`src/verilog/tbc_params.svh`:
```
// Constants for the tape block check logic: offsets, fields, codes, timing.
`ifndef TBC_PARAMS_SVH
`define TBC_PARAMS_SVH

`define TBC_OFF_CTRL       8'h00
`define TBC_OFF_COUNT      8'h04
`define TBC_OFF_SENSE      8'h08
`define TBC_OFF_CHECK      8'h0c
`define TBC_OFF_IRQ_STAT   8'h10
`define TBC_OFF_IRQ_CLR    8'h14
`define TBC_OFF_IRQ_EN     8'h18

`define TBC_CTRL_DENS      8
`define TBC_CTRL_PANEL     9
`define TBC_CTRL_START     31

`define TBC_CMD_WRITE      8'h01
`define TBC_CMD_READ_BWD   8'h0c
`define TBC_CMD_READ_FWD   8'h02
`define TBC_CMD_BACKSPACE  8'h27
`define TBC_CMD_LOOP       8'h8b

`define TBC_POST_MIN       6'h06
`define TBC_POST_MAX       6'h32
`define TBC_POST_SAT       6'h3f
`define TBC_SYNC_EXTRA     13'h0002
`define TBC_PANEL_ZERO_LEN 12'h003
`define TBC_PANEL_FULL_LEN 12'h002
`define TBC_PANEL_ADD      12'h003
`define TBC_SHIFT_LOG2     3
`define TBC_SHIFT_EXTRA    10'h001

`define TBC_POLY_A         8'h1d
`define TBC_POLY_B         8'h07
`define TBC_CHECK_RESET    8'h00
`define TBC_IRQ_EN_RESET   3'h0

`define TBC_RESP_OKAY      2'h0
`define TBC_RESP_SLVERR    2'h2

`define TBC_CLK_PERIOD_NS  50
`define TBC_GAP_DELAY_NS   100

`endif

```
`src/verilog/tbc_pkg.sv`:
```
// Types and shared decode functions of the tape block check logic.
`include "tbc_params.svh"
package tbc_pkg;

  typedef enum logic [1:0]
  {
    TBC_IDLE   = 2'b00,
    TBC_RUN    = 2'b01,
    TBC_POST   = 2'b11,
    TBC_FINISH = 2'b10
  } tbc_state_type;

  typedef struct packed
  {
    logic [7:0] a;
    logic [7:0] b;
    logic [7:0] c;
  } tbc_gen_state_type;

  typedef struct packed
  {
    logic          awHeld;
    logic [7:0]    awAddr;
    logic          awReady;
    logic          wHeld;
    logic [31:0]   wData;
    logic [3:0]    wStrb;
    logic          wReady;
    logic          bValid;
    logic [1:0]    bResp;
    logic          arReady;
    logic          rValid;
    logic [31:0]   rData;
    logic [1:0]    rResp;
    logic [7:0]    cmd;
    logic          dens;
    logic          panel;
    logic [11:0]   count;
    tbc_state_type state;
    logic [7:0]    cmdQ;
    logic          pe;
    logic [11:0]   blockLen;
    logic [12:0]   syncCnt;
    logic [12:0]   target;
    logic [5:0]    postCnt;
    logic          allOnes;
    logic          postSeen;
    logic [9:0]    shiftRem;
    logic          shiftPulse;
    logic          eodPulse;
    logic          gapOn;
    logic          gapGoal;
    logic [1:0]    gapCnt;
    logic          s3b3;
    logic          s5b5;
    logic          s5b6;
    logic          s9b3;
    logic          goodOut;
    logic [2:0]    irqStat;
    logic [2:0]    irqEn;
    logic          irq;
    logic          genClear;
    logic          genShift;
    logic [7:0]    genData;
    logic [7:0]    dReg;
    logic [7:0]    checkOut;
    logic          checkValid;
  } tbc_top_state_type;

  function automatic logic tbc_is_read(input logic [7:0] cmd);
    return (cmd == `TBC_CMD_READ_FWD) || (cmd == `TBC_CMD_READ_BWD);
  endfunction

  function automatic logic tbc_is_write(input logic [7:0] cmd);
    return (cmd == `TBC_CMD_WRITE) || (cmd == `TBC_CMD_LOOP);
  endfunction

  function automatic logic [11:0] tbc_panel_len(input logic [7:0] cnt);
    if (cnt == 8'h00)
      return `TBC_PANEL_ZERO_LEN;
    else if (cnt == 8'hff)
      return `TBC_PANEL_FULL_LEN;
    else
      return {4'h0, cnt} + `TBC_PANEL_ADD;
  endfunction

  function automatic logic [7:0] tbc_crc_step(input logic [7:0] crc,
                                               input logic [7:0] data,
                                               input logic [7:0] poly);
    logic [7:0] x;
    x = crc ^ data;
    for (int i = 0; i < 8; i++)
      x = x[7] ? ((x << 1) ^ poly) : (x << 1);
    return x;
  endfunction

endpackage

```
`src/verilog/tbc_gen_if.sv`:
```
// Carrier between the sequencer and the check byte generators.
`timescale 1ns/100ps
interface tbc_gen_if;
  logic       clear;
  logic       shift;
  logic [7:0] data;
  logic [7:0] regA;
  logic [7:0] regB;
  logic [7:0] regC;

  modport ctl (output clear, output shift, output data,
               input regA, input regB, input regC);
  modport gen (input clear, input shift, input data,
               output regA, output regB, output regC);
endinterface

```
`src/verilog/tbc_check_gen.sv`:
```
// Check byte generators A, B and C fed one data byte per shift.
`timescale 1ns/100ps
`include "tbc_params.svh"
module tbc_check_gen
(
  input wire logic clk,
  input wire logic rst_b,
  tbc_gen_if.gen   genIf
);

  tbc_pkg::tbc_gen_state_type q;
  tbc_pkg::tbc_gen_state_type d;

  // C runs the same step as B on its own flops so the two can be compared.
  always_comb
  begin
    d = q;
    if (genIf.clear)
      d = '0;
    else if (genIf.shift)
    begin
      d.a = tbc_pkg::tbc_crc_step(q.a, genIf.data, `TBC_POLY_A);
      d.b = tbc_pkg::tbc_crc_step(q.b, genIf.data, `TBC_POLY_B);
      d.c = tbc_pkg::tbc_crc_step(q.c, genIf.data, `TBC_POLY_B);
    end
  end

  always_ff @(posedge clk or negedge rst_b)
  begin
    if (!rst_b)
      q <= '{`TBC_CHECK_RESET, `TBC_CHECK_RESET, `TBC_CHECK_RESET};
    else
      q <= d;
  end

  assign genIf.regA = q.a;
  assign genIf.regB = q.b;
  assign genIf.regC = q.c;

endmodule // tbc_check_gen

```
`src/verilog/tbc_top.sv`:
```
// Block check, end-of-data and gap window logic with an AXI4-Lite slave.
//
// Our own choices: the address map and the AXI4-Lite interface to the registers.
`timescale 1ns/100ps
`include "tbc_params.svh"
module tbc_top
(
  input  wire logic        clk,
  input  wire logic        rst_b,
  input  wire logic [7:0]  awaddr,
  input  wire logic        awvalid,
  output logic             awready,
  input  wire logic [31:0] wdata,
  input  wire logic [3:0]  wstrb,
  input  wire logic        wvalid,
  output logic             wready,
  output logic [1:0]       bresp,
  output logic             bvalid,
  input  wire logic        bready,
  input  wire logic [7:0]  araddr,
  input  wire logic        arvalid,
  output logic             arready,
  output logic [31:0]      rdata,
  output logic [1:0]       rresp,
  output logic             rvalid,
  input  wire logic        rready,
  input  wire logic        atLoadPoint,
  input  wire logic        byteSync,
  input  wire logic        tapeByteValid,
  input  wire logic [7:0]  tapeByte,
  input  wire logic        allOnesMarker,
  input  wire logic        preambleStart,
  input  wire logic        postambleByte,
  input  wire logic        postambleEnd,
  input  wire logic        recordedCheckValid,
  input  wire logic [7:0]  recordedCheck,
  output logic             gapWindowBranch,
  output logic             endOfData,
  output logic             checkShift,
  output logic [7:0]       checkByteOut,
  output logic             checkByteValid,
  output logic             endOrCheckGood,
  output logic             thirdCheckError,
  output logic             irq
);

  localparam int GapCyc =
    (`TBC_GAP_DELAY_NS + `TBC_CLK_PERIOD_NS - 1) / `TBC_CLK_PERIOD_NS;

  tbc_pkg::tbc_top_state_type q;
  tbc_pkg::tbc_top_state_type d;
  tbc_gen_if genIf ();

  logic        startCmd;
  logic        peRead;
  logic        endErr;
  logic        chkErr;
  logic [2:0]  clrMask;
  logic [2:0]  evtSet;
  logic [11:0] lenSel;
  logic [31:0] wr;

  function automatic logic [31:0] merge_strb(input logic [31:0] old,
                                              input logic [31:0] nw,
                                              input logic [3:0]  strb);
    logic [31:0] r;
    r = old;
    for (int i = 0; i < 4; i++)
      if (strb[i])
        r[i*8 +: 8] = nw[i*8 +: 8];
    return r;
  endfunction

  tbc_check_gen u_gen
  (
    .clk   (clk),
    .rst_b (rst_b),
    .genIf (genIf)
  );

  assign genIf.clear = q.genClear;
  assign genIf.shift = q.genShift;
  assign genIf.data  = q.genData;

  always_comb
  begin
    d          = q;
    startCmd   = 1'b0;
    clrMask    = 3'h0;
    evtSet     = 3'h0;
    lenSel     = 12'h000;
    wr         = 32'h0000_0000;
    peRead     = q.pe && tbc_pkg::tbc_is_read(q.cmdQ);
    endErr     = !q.allOnes || (q.postCnt < `TBC_POST_MIN) ||
                 (q.postCnt > `TBC_POST_MAX);
    chkErr     = 1'b0;
    if (q.pe)
      chkErr = tbc_pkg::tbc_is_write(q.cmdQ) &&
               (genIf.regC != genIf.regB);
    else if (tbc_pkg::tbc_is_write(q.cmdQ) ||
             q.cmdQ == `TBC_CMD_READ_FWD)
      chkErr = genIf.regB != q.dReg;
    else if (q.cmdQ == `TBC_CMD_READ_BWD)
      chkErr = (genIf.regA ^ genIf.regC) != q.dReg;
    d.eodPulse   = 1'b0;
    d.shiftPulse = 1'b0;
    d.genShift   = 1'b0;
    d.genClear   = 1'b0;
    d.checkValid = 1'b0;

    if (awvalid && q.awReady)
    begin
      d.awHeld = 1'b1;
      d.awAddr = awaddr;
    end
    if (wvalid && q.wReady)
    begin
      d.wHeld = 1'b1;
      d.wData = wdata;
      d.wStrb = wstrb;
    end
    if (q.bValid && bready)
      d.bValid = 1'b0;
    if (d.awHeld && d.wHeld && !q.bValid)
    begin
      d.awHeld = 1'b0;
      d.wHeld  = 1'b0;
      d.bValid = 1'b1;
      d.bResp  = `TBC_RESP_OKAY;
      case (d.awAddr)
        `TBC_OFF_CTRL:
        begin
          wr = merge_strb({22'h0, q.panel, q.dens, q.cmd}, d.wData, d.wStrb);
          d.cmd   = wr[7:0];
          d.dens  = wr[`TBC_CTRL_DENS];
          d.panel = wr[`TBC_CTRL_PANEL];
          startCmd = d.wStrb[3] && d.wData[`TBC_CTRL_START] &&
                     (q.state == tbc_pkg::TBC_IDLE);
        end
        `TBC_OFF_COUNT:
        begin
          wr = merge_strb({20'h0, q.count}, d.wData, d.wStrb);
          d.count = wr[11:0];
        end
        `TBC_OFF_IRQ_CLR:
          clrMask = d.wData[2:0] & {3{d.wStrb[0]}};
        `TBC_OFF_IRQ_EN:
          if (d.wStrb[0])
            d.irqEn = d.wData[2:0];
        `TBC_OFF_SENSE, `TBC_OFF_CHECK, `TBC_OFF_IRQ_STAT:
          d.bResp = `TBC_RESP_OKAY;
        default:
          d.bResp = `TBC_RESP_SLVERR;
      endcase
    end
    d.awReady = !d.awHeld && !d.bValid;
    d.wReady  = !d.wHeld && !d.bValid;

    if (q.rValid && rready)
      d.rValid = 1'b0;
    if (arvalid && q.arReady)
    begin
      d.rValid = 1'b1;
      d.rResp  = `TBC_RESP_OKAY;
      case (araddr)
        `TBC_OFF_CTRL:     d.rData = {22'h0, q.panel, q.dens, q.cmd};
        `TBC_OFF_COUNT:    d.rData = {20'h0, q.count};
        `TBC_OFF_SENSE:
          d.rData = {26'h0, q.pe, q.state != tbc_pkg::TBC_IDLE,
                     q.s9b3, q.s5b6, q.s5b5, q.s3b3};
        `TBC_OFF_CHECK:
          d.rData = {q.dReg, genIf.regC, genIf.regB, genIf.regA};
        `TBC_OFF_IRQ_STAT: d.rData = {29'h0, q.irqStat};
        `TBC_OFF_IRQ_CLR:  d.rData = 32'h0000_0000;
        `TBC_OFF_IRQ_EN:   d.rData = {29'h0, q.irqEn};
        default:
        begin
          d.rData = 32'h0000_0000;
          d.rResp = `TBC_RESP_SLVERR;
        end
      endcase
    end
    d.arReady = !d.rValid;

    // Kept alive past the end of a command, the postamble may close late.
    if (tbc_pkg::tbc_is_read(q.cmdQ))
    begin
      if (preambleStart)
      begin
        d.gapGoal = 1'b1;
        d.gapCnt  = 2'(GapCyc - 1);
      end
      else if (postambleEnd)
      begin
        d.gapGoal = 1'b0;
        d.gapCnt  = 2'(GapCyc - 1);
      end
      else if (q.gapCnt != 2'h0)
        d.gapCnt = q.gapCnt - 2'h1;
      else
        d.gapOn = q.gapGoal;
    end

    if (q.state != tbc_pkg::TBC_IDLE)
    begin
      if (recordedCheckValid)
        d.dReg = recordedCheck;
      if (allOnesMarker)
        d.allOnes = 1'b1;
      if (postambleEnd)
        d.postSeen = 1'b1;
    end

    case (q.state)
      tbc_pkg::TBC_IDLE:
        if (startCmd)
        begin
          d.state  = tbc_pkg::TBC_RUN;
          d.cmdQ   = d.cmd;
          d.pe     = (d.cmd == `TBC_CMD_LOOP && atLoadPoint) || !d.dens;
          lenSel   = (d.panel && tbc_pkg::tbc_is_write(d.cmd)) ?
                     tbc_pkg::tbc_panel_len(d.count[7:0]) : d.count;
          d.blockLen = lenSel;
          d.target   = {1'b0, lenSel} + `TBC_SYNC_EXTRA;
          d.syncCnt  = 13'h0000;
          d.postCnt  = 6'h00;
          d.allOnes  = 1'b0;
          d.postSeen = 1'b0;
          d.s3b3     = 1'b0;
          d.s5b5     = 1'b0;
          d.s5b6     = 1'b0;
          d.s9b3     = 1'b0;
          d.goodOut  = 1'b0;
          d.gapOn    = 1'b0;
          d.gapGoal  = 1'b0;
          d.gapCnt   = 2'h0;
          d.genClear = 1'b1;
        end
      tbc_pkg::TBC_RUN:
      begin
        if (tapeByteValid)
        begin
          d.genShift = 1'b1;
          d.genData  = tapeByte;
        end
        if (byteSync)
        begin
          d.syncCnt = q.syncCnt + 13'h0001;
          if (d.syncCnt == q.target)
          begin
            d.eodPulse = 1'b1;
            d.state    = tbc_pkg::TBC_POST;
            d.shiftRem = q.pe ? 10'h000 :
                         10'(q.blockLen >> `TBC_SHIFT_LOG2) +
                         `TBC_SHIFT_EXTRA;
          end
        end
      end
      tbc_pkg::TBC_POST:
      begin
        if (postambleByte && q.postCnt != `TBC_POST_SAT)
          d.postCnt = q.postCnt + 6'h01;
        if (q.shiftRem != 10'h000)
        begin
          d.shiftPulse = 1'b1;
          d.shiftRem   = q.shiftRem - 10'h001;
        end
        else if (!peRead || q.postSeen)
          d.state = tbc_pkg::TBC_FINISH;
      end
      tbc_pkg::TBC_FINISH:
      begin
        d.s3b3    = peRead ? endErr : chkErr;
        d.s5b5    = peRead && !q.allOnes;
        d.s5b6    = peRead && q.allOnes &&
                    (q.postCnt > `TBC_POST_MAX);
        d.s9b3    = chkErr;
        d.goodOut = !d.s3b3;
        evtSet    = {chkErr, peRead && endErr, 1'b1};
        if (!q.pe && tbc_pkg::tbc_is_write(q.cmdQ))
        begin
          d.checkOut   = genIf.regA;
          d.checkValid = 1'b1;
        end
        d.state = tbc_pkg::TBC_IDLE;
      end
      default:
        d.state = tbc_pkg::TBC_IDLE;
    endcase

    // A new event beats a clear written in the same cycle.
    d.irqStat = (q.irqStat & ~clrMask) | evtSet;
    d.irq     = |(d.irqStat & d.irqEn);
  end

  always_ff @(posedge clk or negedge rst_b)
  begin
    if (!rst_b)
    begin
      q          <= '0;
      q.state    <= tbc_pkg::TBC_IDLE;
      q.irqEn    <= `TBC_IRQ_EN_RESET;
      q.dReg     <= `TBC_CHECK_RESET;
      q.checkOut <= `TBC_CHECK_RESET;
    end
    else
      q <= d;
  end

  assign awready         = q.awReady;
  assign wready          = q.wReady;
  assign bvalid          = q.bValid;
  assign bresp           = q.bResp;
  assign arready         = q.arReady;
  assign rvalid          = q.rValid;
  assign rdata           = q.rData;
  assign rresp           = q.rResp;
  assign gapWindowBranch = q.gapOn;
  assign endOfData       = q.eodPulse;
  assign checkShift      = q.shiftPulse;
  assign checkByteOut    = q.checkOut;
  assign checkByteValid  = q.checkValid;
  assign endOrCheckGood  = q.goodOut;
  assign thirdCheckError = q.s9b3;
  assign irq             = q.irq;

  logic inFinish;
  assign inFinish = q.state == tbc_pkg::TBC_FINISH;
endmodule // tbc_top

```
`config.mk`:
```
export PLATFORM = sky130hd
export DESIGN_NAME = tbc_top
export DESIGN_NICKNAME = d
export VERILOG_FILES = /design/src/verilog/tbc_pkg.sv /design/src/verilog/tbc_gen_if.sv /design/src/verilog/tbc_check_gen.sv /design/src/verilog/tbc_top.sv
export VERILOG_INCLUDE_DIRS = /design/src /design/src/verilog
export SDC_FILE = /design/constraint.sdc
export NUM_CORES = 1
export LEC_CHECK = 0
export ABC_AREA = 1
export BUFFER_PORTS_ARGS = -buffer_cell sky130_fd_sc_hd__buf_2
export CAP_MARGIN = 20
export CORE_UTILIZATION = 45
export CTS_CLUSTER_DIAMETER = 30
export DETAILED_ROUTE_END_ITERATION = 16
export SETUP_SLACK_MARGIN = 0.5
export SKIP_CTS_REPAIR_TIMING = 1
export SYNTH_ARGS = -nofsm -noshare
export SYNTH_HDL_FRONTEND = slang
export SYNTH_SLANG_ARGS = --single-unit
```
`constraint.sdc`:
```
create_clock -name clk -period 5.8 [get_ports clk]
set_clock_uncertainty 0.1 [all_clocks]
set_input_delay 0.58 -clock clk [delete_from_list [all_inputs] [get_ports clk]]
set_output_delay 0.58 -clock clk [all_outputs]
set_load 0.05 [all_outputs]
```
==> results of run 1 <==
[path summary, 6_finish.rpt]
check	start	to	slack, ns	depth (start not counted)
worst min-delay path	rst_b	rdata[16]	-0.02	1
max in group asynchronous	rst_b	rdata[10]	4.20	2
worst max-delay path	wready	q[74]	1.67	20
min in group clk	tapeByte[2]	genIf.data[2]	0.14	3
worst min register to register	rdata[7]	rdata[7]	0.37	2
worst max register to register	wready	q[74]	1.67	20
[cell usage after synthesis, types with 5 or more instances]
master / count
inv_1: 197
clkbuf_1: 26
nor3_1: 23
a21oi_1: 32
o211ai_1: 10
buf_6: 5
xnor2_1: 56
nor2_2: 8
nand4_1: 24
mux2_2: 7
nand2_1: 320
a221oi_1: 5
inv_2: 9
o221ai_1: 5
nor2_1: 105
dfrtp_1: 220
o21ai_0: 72
nand2_2: 21
ha_1: 7
buf_4: 44
nand3_1: 85
a31oi_1: 6
o22ai_1: 38
o31ai_1: 19
o21ai_1: 6
xor2_1: 53
[worst max-delay path, cell delays in order, from the launching register on]
cell,delay [ns]
dfrtp_1,0.42
nand2_2,0.33
nand2_2,0.22
nand3_4,0.15
nor2_4,0.35
nand2_1,0.18
nor2_1,0.13
inv_1,0.05
nand2_2,0.10
inv_2,0.04
nor2_1,0.09
nand2_1,0.10
a21oi_2,0.47
o21ai_1,0.14
nand2_1,0.21
ha_1,0.22
nand3_1,0.10
nor2_2,0.18
nand3_1,0.17
nor3_1,0.18
nor2_1,0.07
[logic make-up (layout without fill, tap and decap cells)]
| group | after synthesis | count (layout) | share of synthesized area [%] |
|---|---|---|---|
| compound gates | 216 | 216 | 11.2 |
| xor+xnor | 109 | 109 | 7.97 |
| fa+ha+maj | 7 | 7 | 0.731 |
| buf+inv | 288 | 424 | 10.7 |
| flops | 220 | 220 | 45.9 |
| mux | 7 | 7 | 0.658 |
| other cells | 1 | 2 | 0.0313 |
| simple gates | 609 | 609 | 22.7 |
[metrics by stage]
| step | hold WS (ns) | instance area, um^2 |
|---|---|---|
| after floorplan | 0.184 | 12000 |
| after global placement | 0.346 | 12600 |
| after detailed placement | 0.357 | 12600 |
| after CTS | 0.0393 | 14300 |
| after global routing | 0.0774 | 14300 |
| final | -0.0195 | 14300 |
[registers in the layout (all words and copies together) (netlist names), 8 cells and up]
name / flops
u_gen.genIf.regC: 8
u_gen.genIf.regB: 8
u_gen.genIf.regA: 8
rdata: 32
q: 132
genIf.data: 8
checkByteOut: 8
[power breakdown]
part	total [W]	switching [W]	leakage, nW	internal (W)
Sequential	0.00223	0.000350	2.65	0.00188
Combinational	0.00258	0.00159	3.66	0.000998
Clock	0.00287	0.000849	0.857	0.00202
[cells in the final DEF (no fill, tap or decap), drive strengths merged, types with 2 or more instances in the layout]
cell,synthesis,routed
nand2,346,346
dfrtp,220,220
inv,206,207
buf,52,123
nor2,118,118
nand3,89,89
o21ai,82,82
clkbuf,26,69
xnor2,56,56
xor2,53,53
o22ai,38,38
a21oi,37,37
nand4,24,24
nor3,24,24
o31ai,19,19
clkinv,4,16
o211ai,10,10
mux2,7,7
ha,7,7
bufinv,0,7
a31oi,6,6
a221oi,5,5
o221ai,5,5
nor4,4,4
a211oi,3,3
o21a,2,2
a32o,2,2
a41oi,2,2
conb,1,2
clkinvlp,0,2
[routing by layer]
layer  wire length, um  share of wire (%)
met5                 0                  0
met4               669                2.2
met1             14600                 47
met2             14200                 46
met3              1580                5.1
[final cells by class]
| cell class | instances | area share, % |
|---|---|---|
| clock buffers | 69 | 10.0 |
| clock inverters | 22 | 2.13 |
| inverters | 210 | 5.51 |
| multi-input cells | 950 | 36.4 |
| flip-flops and latches | 220 | 38.5 |
| well taps | 335 | 2.93 |
| repair buffers | 123 | 4.50 |
==> run metrics, run 1 <==
top cells by area, synth dfrtp_1 46%, nand2_1 10%, inv_1 6.2%; vias 9897; Core ar. 0.0261 mm^2; detailed router's first-iteration violation count 649; GRT Overall Usage 23.7%; dpl hpwl 22.6 mm; H-tree Lvls 2; clock root buffer clkbuf_16; Remaining DRCs 0; FILL cells 2485; max-cap violation count 0; Final min period 4.13 ns; final hold vios 9; Post-Synthesis Cells 1457; CTS tree built; clock insertion delay at the later pin of the skew report 0.54 ns; status complete, but fails checks; final setup TNS 0 ns; antenna viol nets, final 0; hold crit path type input pin to async pin; CP arrival 4.45 ns; CTS clock-pin slew for the worst setup and hold paths 0.04 ns; ANT cells 0; grt peak-use layer met2; Max Clk Rate 242 MHz; post-DR vias/cell 5.13; Worst EP required 6.11 ns; routed len/inst 16.1 um; Max Fanout on Critical Path 27; synthesized area per cell 8.22 um^2; layout cells sized above 1 17.3%; antenna violations before repair 0; Distinct cells, synth 53; # placed instances 1837; Finished Core Util 54.9%; Worst IR Drop VDD 0.000308 V; slew of the pin with the lowest slew margin 1.02 ns; Die H 165 um; Primary FF master, synth dfrtp_1; initial core utilization 46.0%; final WL 31.1 mm; maximum root-to-sink buffer count 3; Num CTS Buffers 52; Post-synth ARST share 100%; leak pwr 7.17 nW; M2 GR Usage 37.7%; relative slew slack 31.8%; largest net degree at the start of global routing 113; startpoint types flop; Reg area 0.00551 mm^2; sequential fraction of the synthesis area 45.9%; GPL Wtd Cong 0.877; Setup violations, final 0; IO buf count 116; first-pass GRT wire length 50.6 mm; Final period util 71.3%; Cell Area, Synth 0.0120 mm^2; Power per Cell Area 537 mW/mm^2; Ports 139; remaining global-route overflow 0; Hold WS -0.0195 ns; Pre-Repair DR Iteration Count 5; Final Power 0.00768 W; FP Rows 59; Post-synth EDFFs 0; clk sinks 220; max-slew violations 0; P&R area growth vs syn 19.4%; die width 165 um; RSZ-0062 raised after global routing false; top cell type's share of synthesized area 45.9%; layout net count 1647; Setup WS post-layout 1.67 ns; die area 0.0273 mm^2; Worst Setup Path Type flop to flop; vias in the first global route 9716; Multi-input gate area 0.00521 mm^2; yosys warns 0; Yosys reg bits 220; GR Util met1 32.9%; GR Util met3 3.90%; crit end category flop; Synth area leader dfrtp_1; failing checks negative hold slack; Non-Filler Instances 1929; Setup WS pre-CTS 1.44 ns
No activity file was read; power rests on OpenSTA's default activity.
==> run 2: changes to the inputs <==
Clock period 5.8 ns to 4 ns, I/O delays scaled along.
==> run metrics, run 2 (synthesized netlist as in run 1, its figures left out) <==
detailed router's first-iteration violation count 664 (+2.3%); IO buf count 116 (unchanged); Max Fanout on Critical Path 9 (-67%); Final min period 3.34 ns (-0.791 ns); CP cell instances buf_6 > nand3_1 > nand2_1 > nand2_4 > nor2_4 > buf_4 > nand3_2 > buf_4 > nand2_1 > nand2_2 > nor2_4 > nand2_4 > nand2_1 > o21ai_1 > nand2_2 > ha_2 > nand3_2 > nor2_4 > nand2_1 > nor2_1 > nand2_1 > nand2_1 > inv_1; most common cell after layout, fill and taps aside nand2_1; Final Power 0.0113 W (+48%); ANT cells 0 (unchanged); final WL 31.9 mm (+2.7%); status completed; Crit-path slowest cell dfrtp_2; die width 165 um (unchanged); GRT Overall Usage 24.0% (+0.30 points); Ports 139 (unchanged); RSZ-0062 raised after global routing false; hold crit path type input pin to flop; slew of the pin with the lowest slew margin 0.805 ns (-0.218 ns); initial core utilization 46.0% (unchanged); Remaining DRCs 0 (unchanged); layout net count 1684 (+2.2%); vias in the first global route 9807 (+0.94%); first-pass GRT wire length 50.9 mm (+0.56%); Worst Setup Path Type flop to flop; Worst EP required 4.33 ns (-1.78 ns); GPL Wtd Cong 0.896 (+2.1%); Pre-Repair DR Iteration Count 4 (-1); FP Rows 59 (unchanged); max-slew violations 0 (unchanged); leak pwr 7.36 nW (+2.7%); Finished Core Util 56.7% (+1.9 points); layout cells sized above 1 20.4% (+3.1 points); Core ar. 0.0261 mm^2 (unchanged); vias 10114 (+2.2%); M1 wire length 14.6 mm (about the same); FILL cells 2369 (-4.7%); Worst path max stage delay 0.45 ns (-0.02 ns); Die H 165 um (unchanged); final setup TNS 0 ns (unchanged); die area 0.0273 mm^2 (unchanged); Reg area 0.00551 mm^2 (about the same); met3 routed WL 1.70 mm (+7.6%); CTS clock-pin slew for the worst setup and hold paths 0.05 ns (about the same); H-tree Lvls 2 (unchanged); final hold vios 0 (-9); clock insertion delay at the later pin of the skew report 0.55 ns (about the same); relative slew slack 46.3% (+15 points); DR top layer met4; max-cap violation count 0 (unchanged); Power per Cell Area 767 mW/mm^2 (+43%); Max Clk Rate 299 MHz (+24%); maximum root-to-sink buffer count 3 (unchanged); commonest non-fill, non-tap cells in the layout 308 x nand2_1, 218 x dfrtp_1, 196 x inv_1, 115 x buf_2, 103 x nor2_1; Num CTS Buffers 50 (-3.8%); startpoint types flop; Multi-input gate area 0.00537 mm^2 (+3.0%); Setup violations, final 0 (unchanged); Final period util 83.6% (+12 points); crit end category flop; antenna viol nets, final 0 (unchanged); remaining global-route overflow 0 (unchanged); CP arrival 3.67 ns (-0.78 ns); Biggest register q; metal2 WL 14.8 mm (+4.3%); largest net degree at the start of global routing 100 (-12%); Worst IR Drop VDD 0.000601 V (+95%); P&R area growth vs syn 23.4%; Largest register FFs 132 (unchanged); routed len/inst 16.2 um (+0.72%); clock root buffer clkbuf_16; antenna violations before repair 0 (unchanged); post-route cell area 0.0148 mm^2 (+3.4%); post-DR vias/cell 5.14 (+0.22%); dpl hpwl 22.7 mm (+0.49%); area post-placement 0.0126 mm^2 (+0.46%); CTS tree built; CP dominant cell by count nand2_1; Hold WS 0.000537 ns (+0.0201 ns); clk sinks 220 (unchanged)
run 2: power breakdown:
group / internal (W) / total, W / switching, W / leakage (nW)
Clock: 0.00282 / 0.00418 / 0.00137 / 0.838
Sequential: 0.00272 / 0.00323 / 0.000505 / 2.65
Combinational: 0.00153 / 0.00393 / 0.00240 / 3.88
run 2: cell type report:
cell class                 count  area share, %
sequential                   220           37.2
multi-input combinational    953           36.3
clock buffer                  57           9.05
timing repair buffer         159           6.47
inverter                     210           5.33
tap                          335           2.83
clock inverter                33           2.78
run 2: worst max-delay path, delay by kind of cell (launching register included):
kind / cells / cell delay (ns)
buffers and inverters: 4 / 0.51
adders and majority gates: 1 / 0.21
and+or+nand+nor: 17 / 1.88
AOI/OAI and AO/OA: 1 / 0.07
DFF: 1 / 0.45
run 2: routing by layer:
metal / vias up / track usage (%)
li1: 4967 / -
met1: 4821 / 32.5
met4: 0 / 8.13
met3: 64 / 4.17
met2: 262 / 38.6
met5: - / 0
run 2: final timing paths:
check	cells past startpoint	endpoint	startpoint	slack (ns)
max in group asynchronous	3	q[101]	rst_b	2.43
worst max-delay path	23	q[72]	awready	0.66
worst min-delay path	2	q[16]	recordedCheck[7]	0.0005
worst max register to register	23	q[72]	awready	0.66
worst min register to register	1	arready	rvalid	0.36
min in group asynchronous	2	genIf.data[7]	rst_b	0.35
run 2: stage by stage:
step           std cells  setup slack [ns]
2_1_floorplan       1458             0.553
3_3_place_gp        1843             0.362
3_5_place_dp        1843             0.265
4_1_cts             1933             0.271
5_1_grt             1967             0.431
6_report            1967             0.656
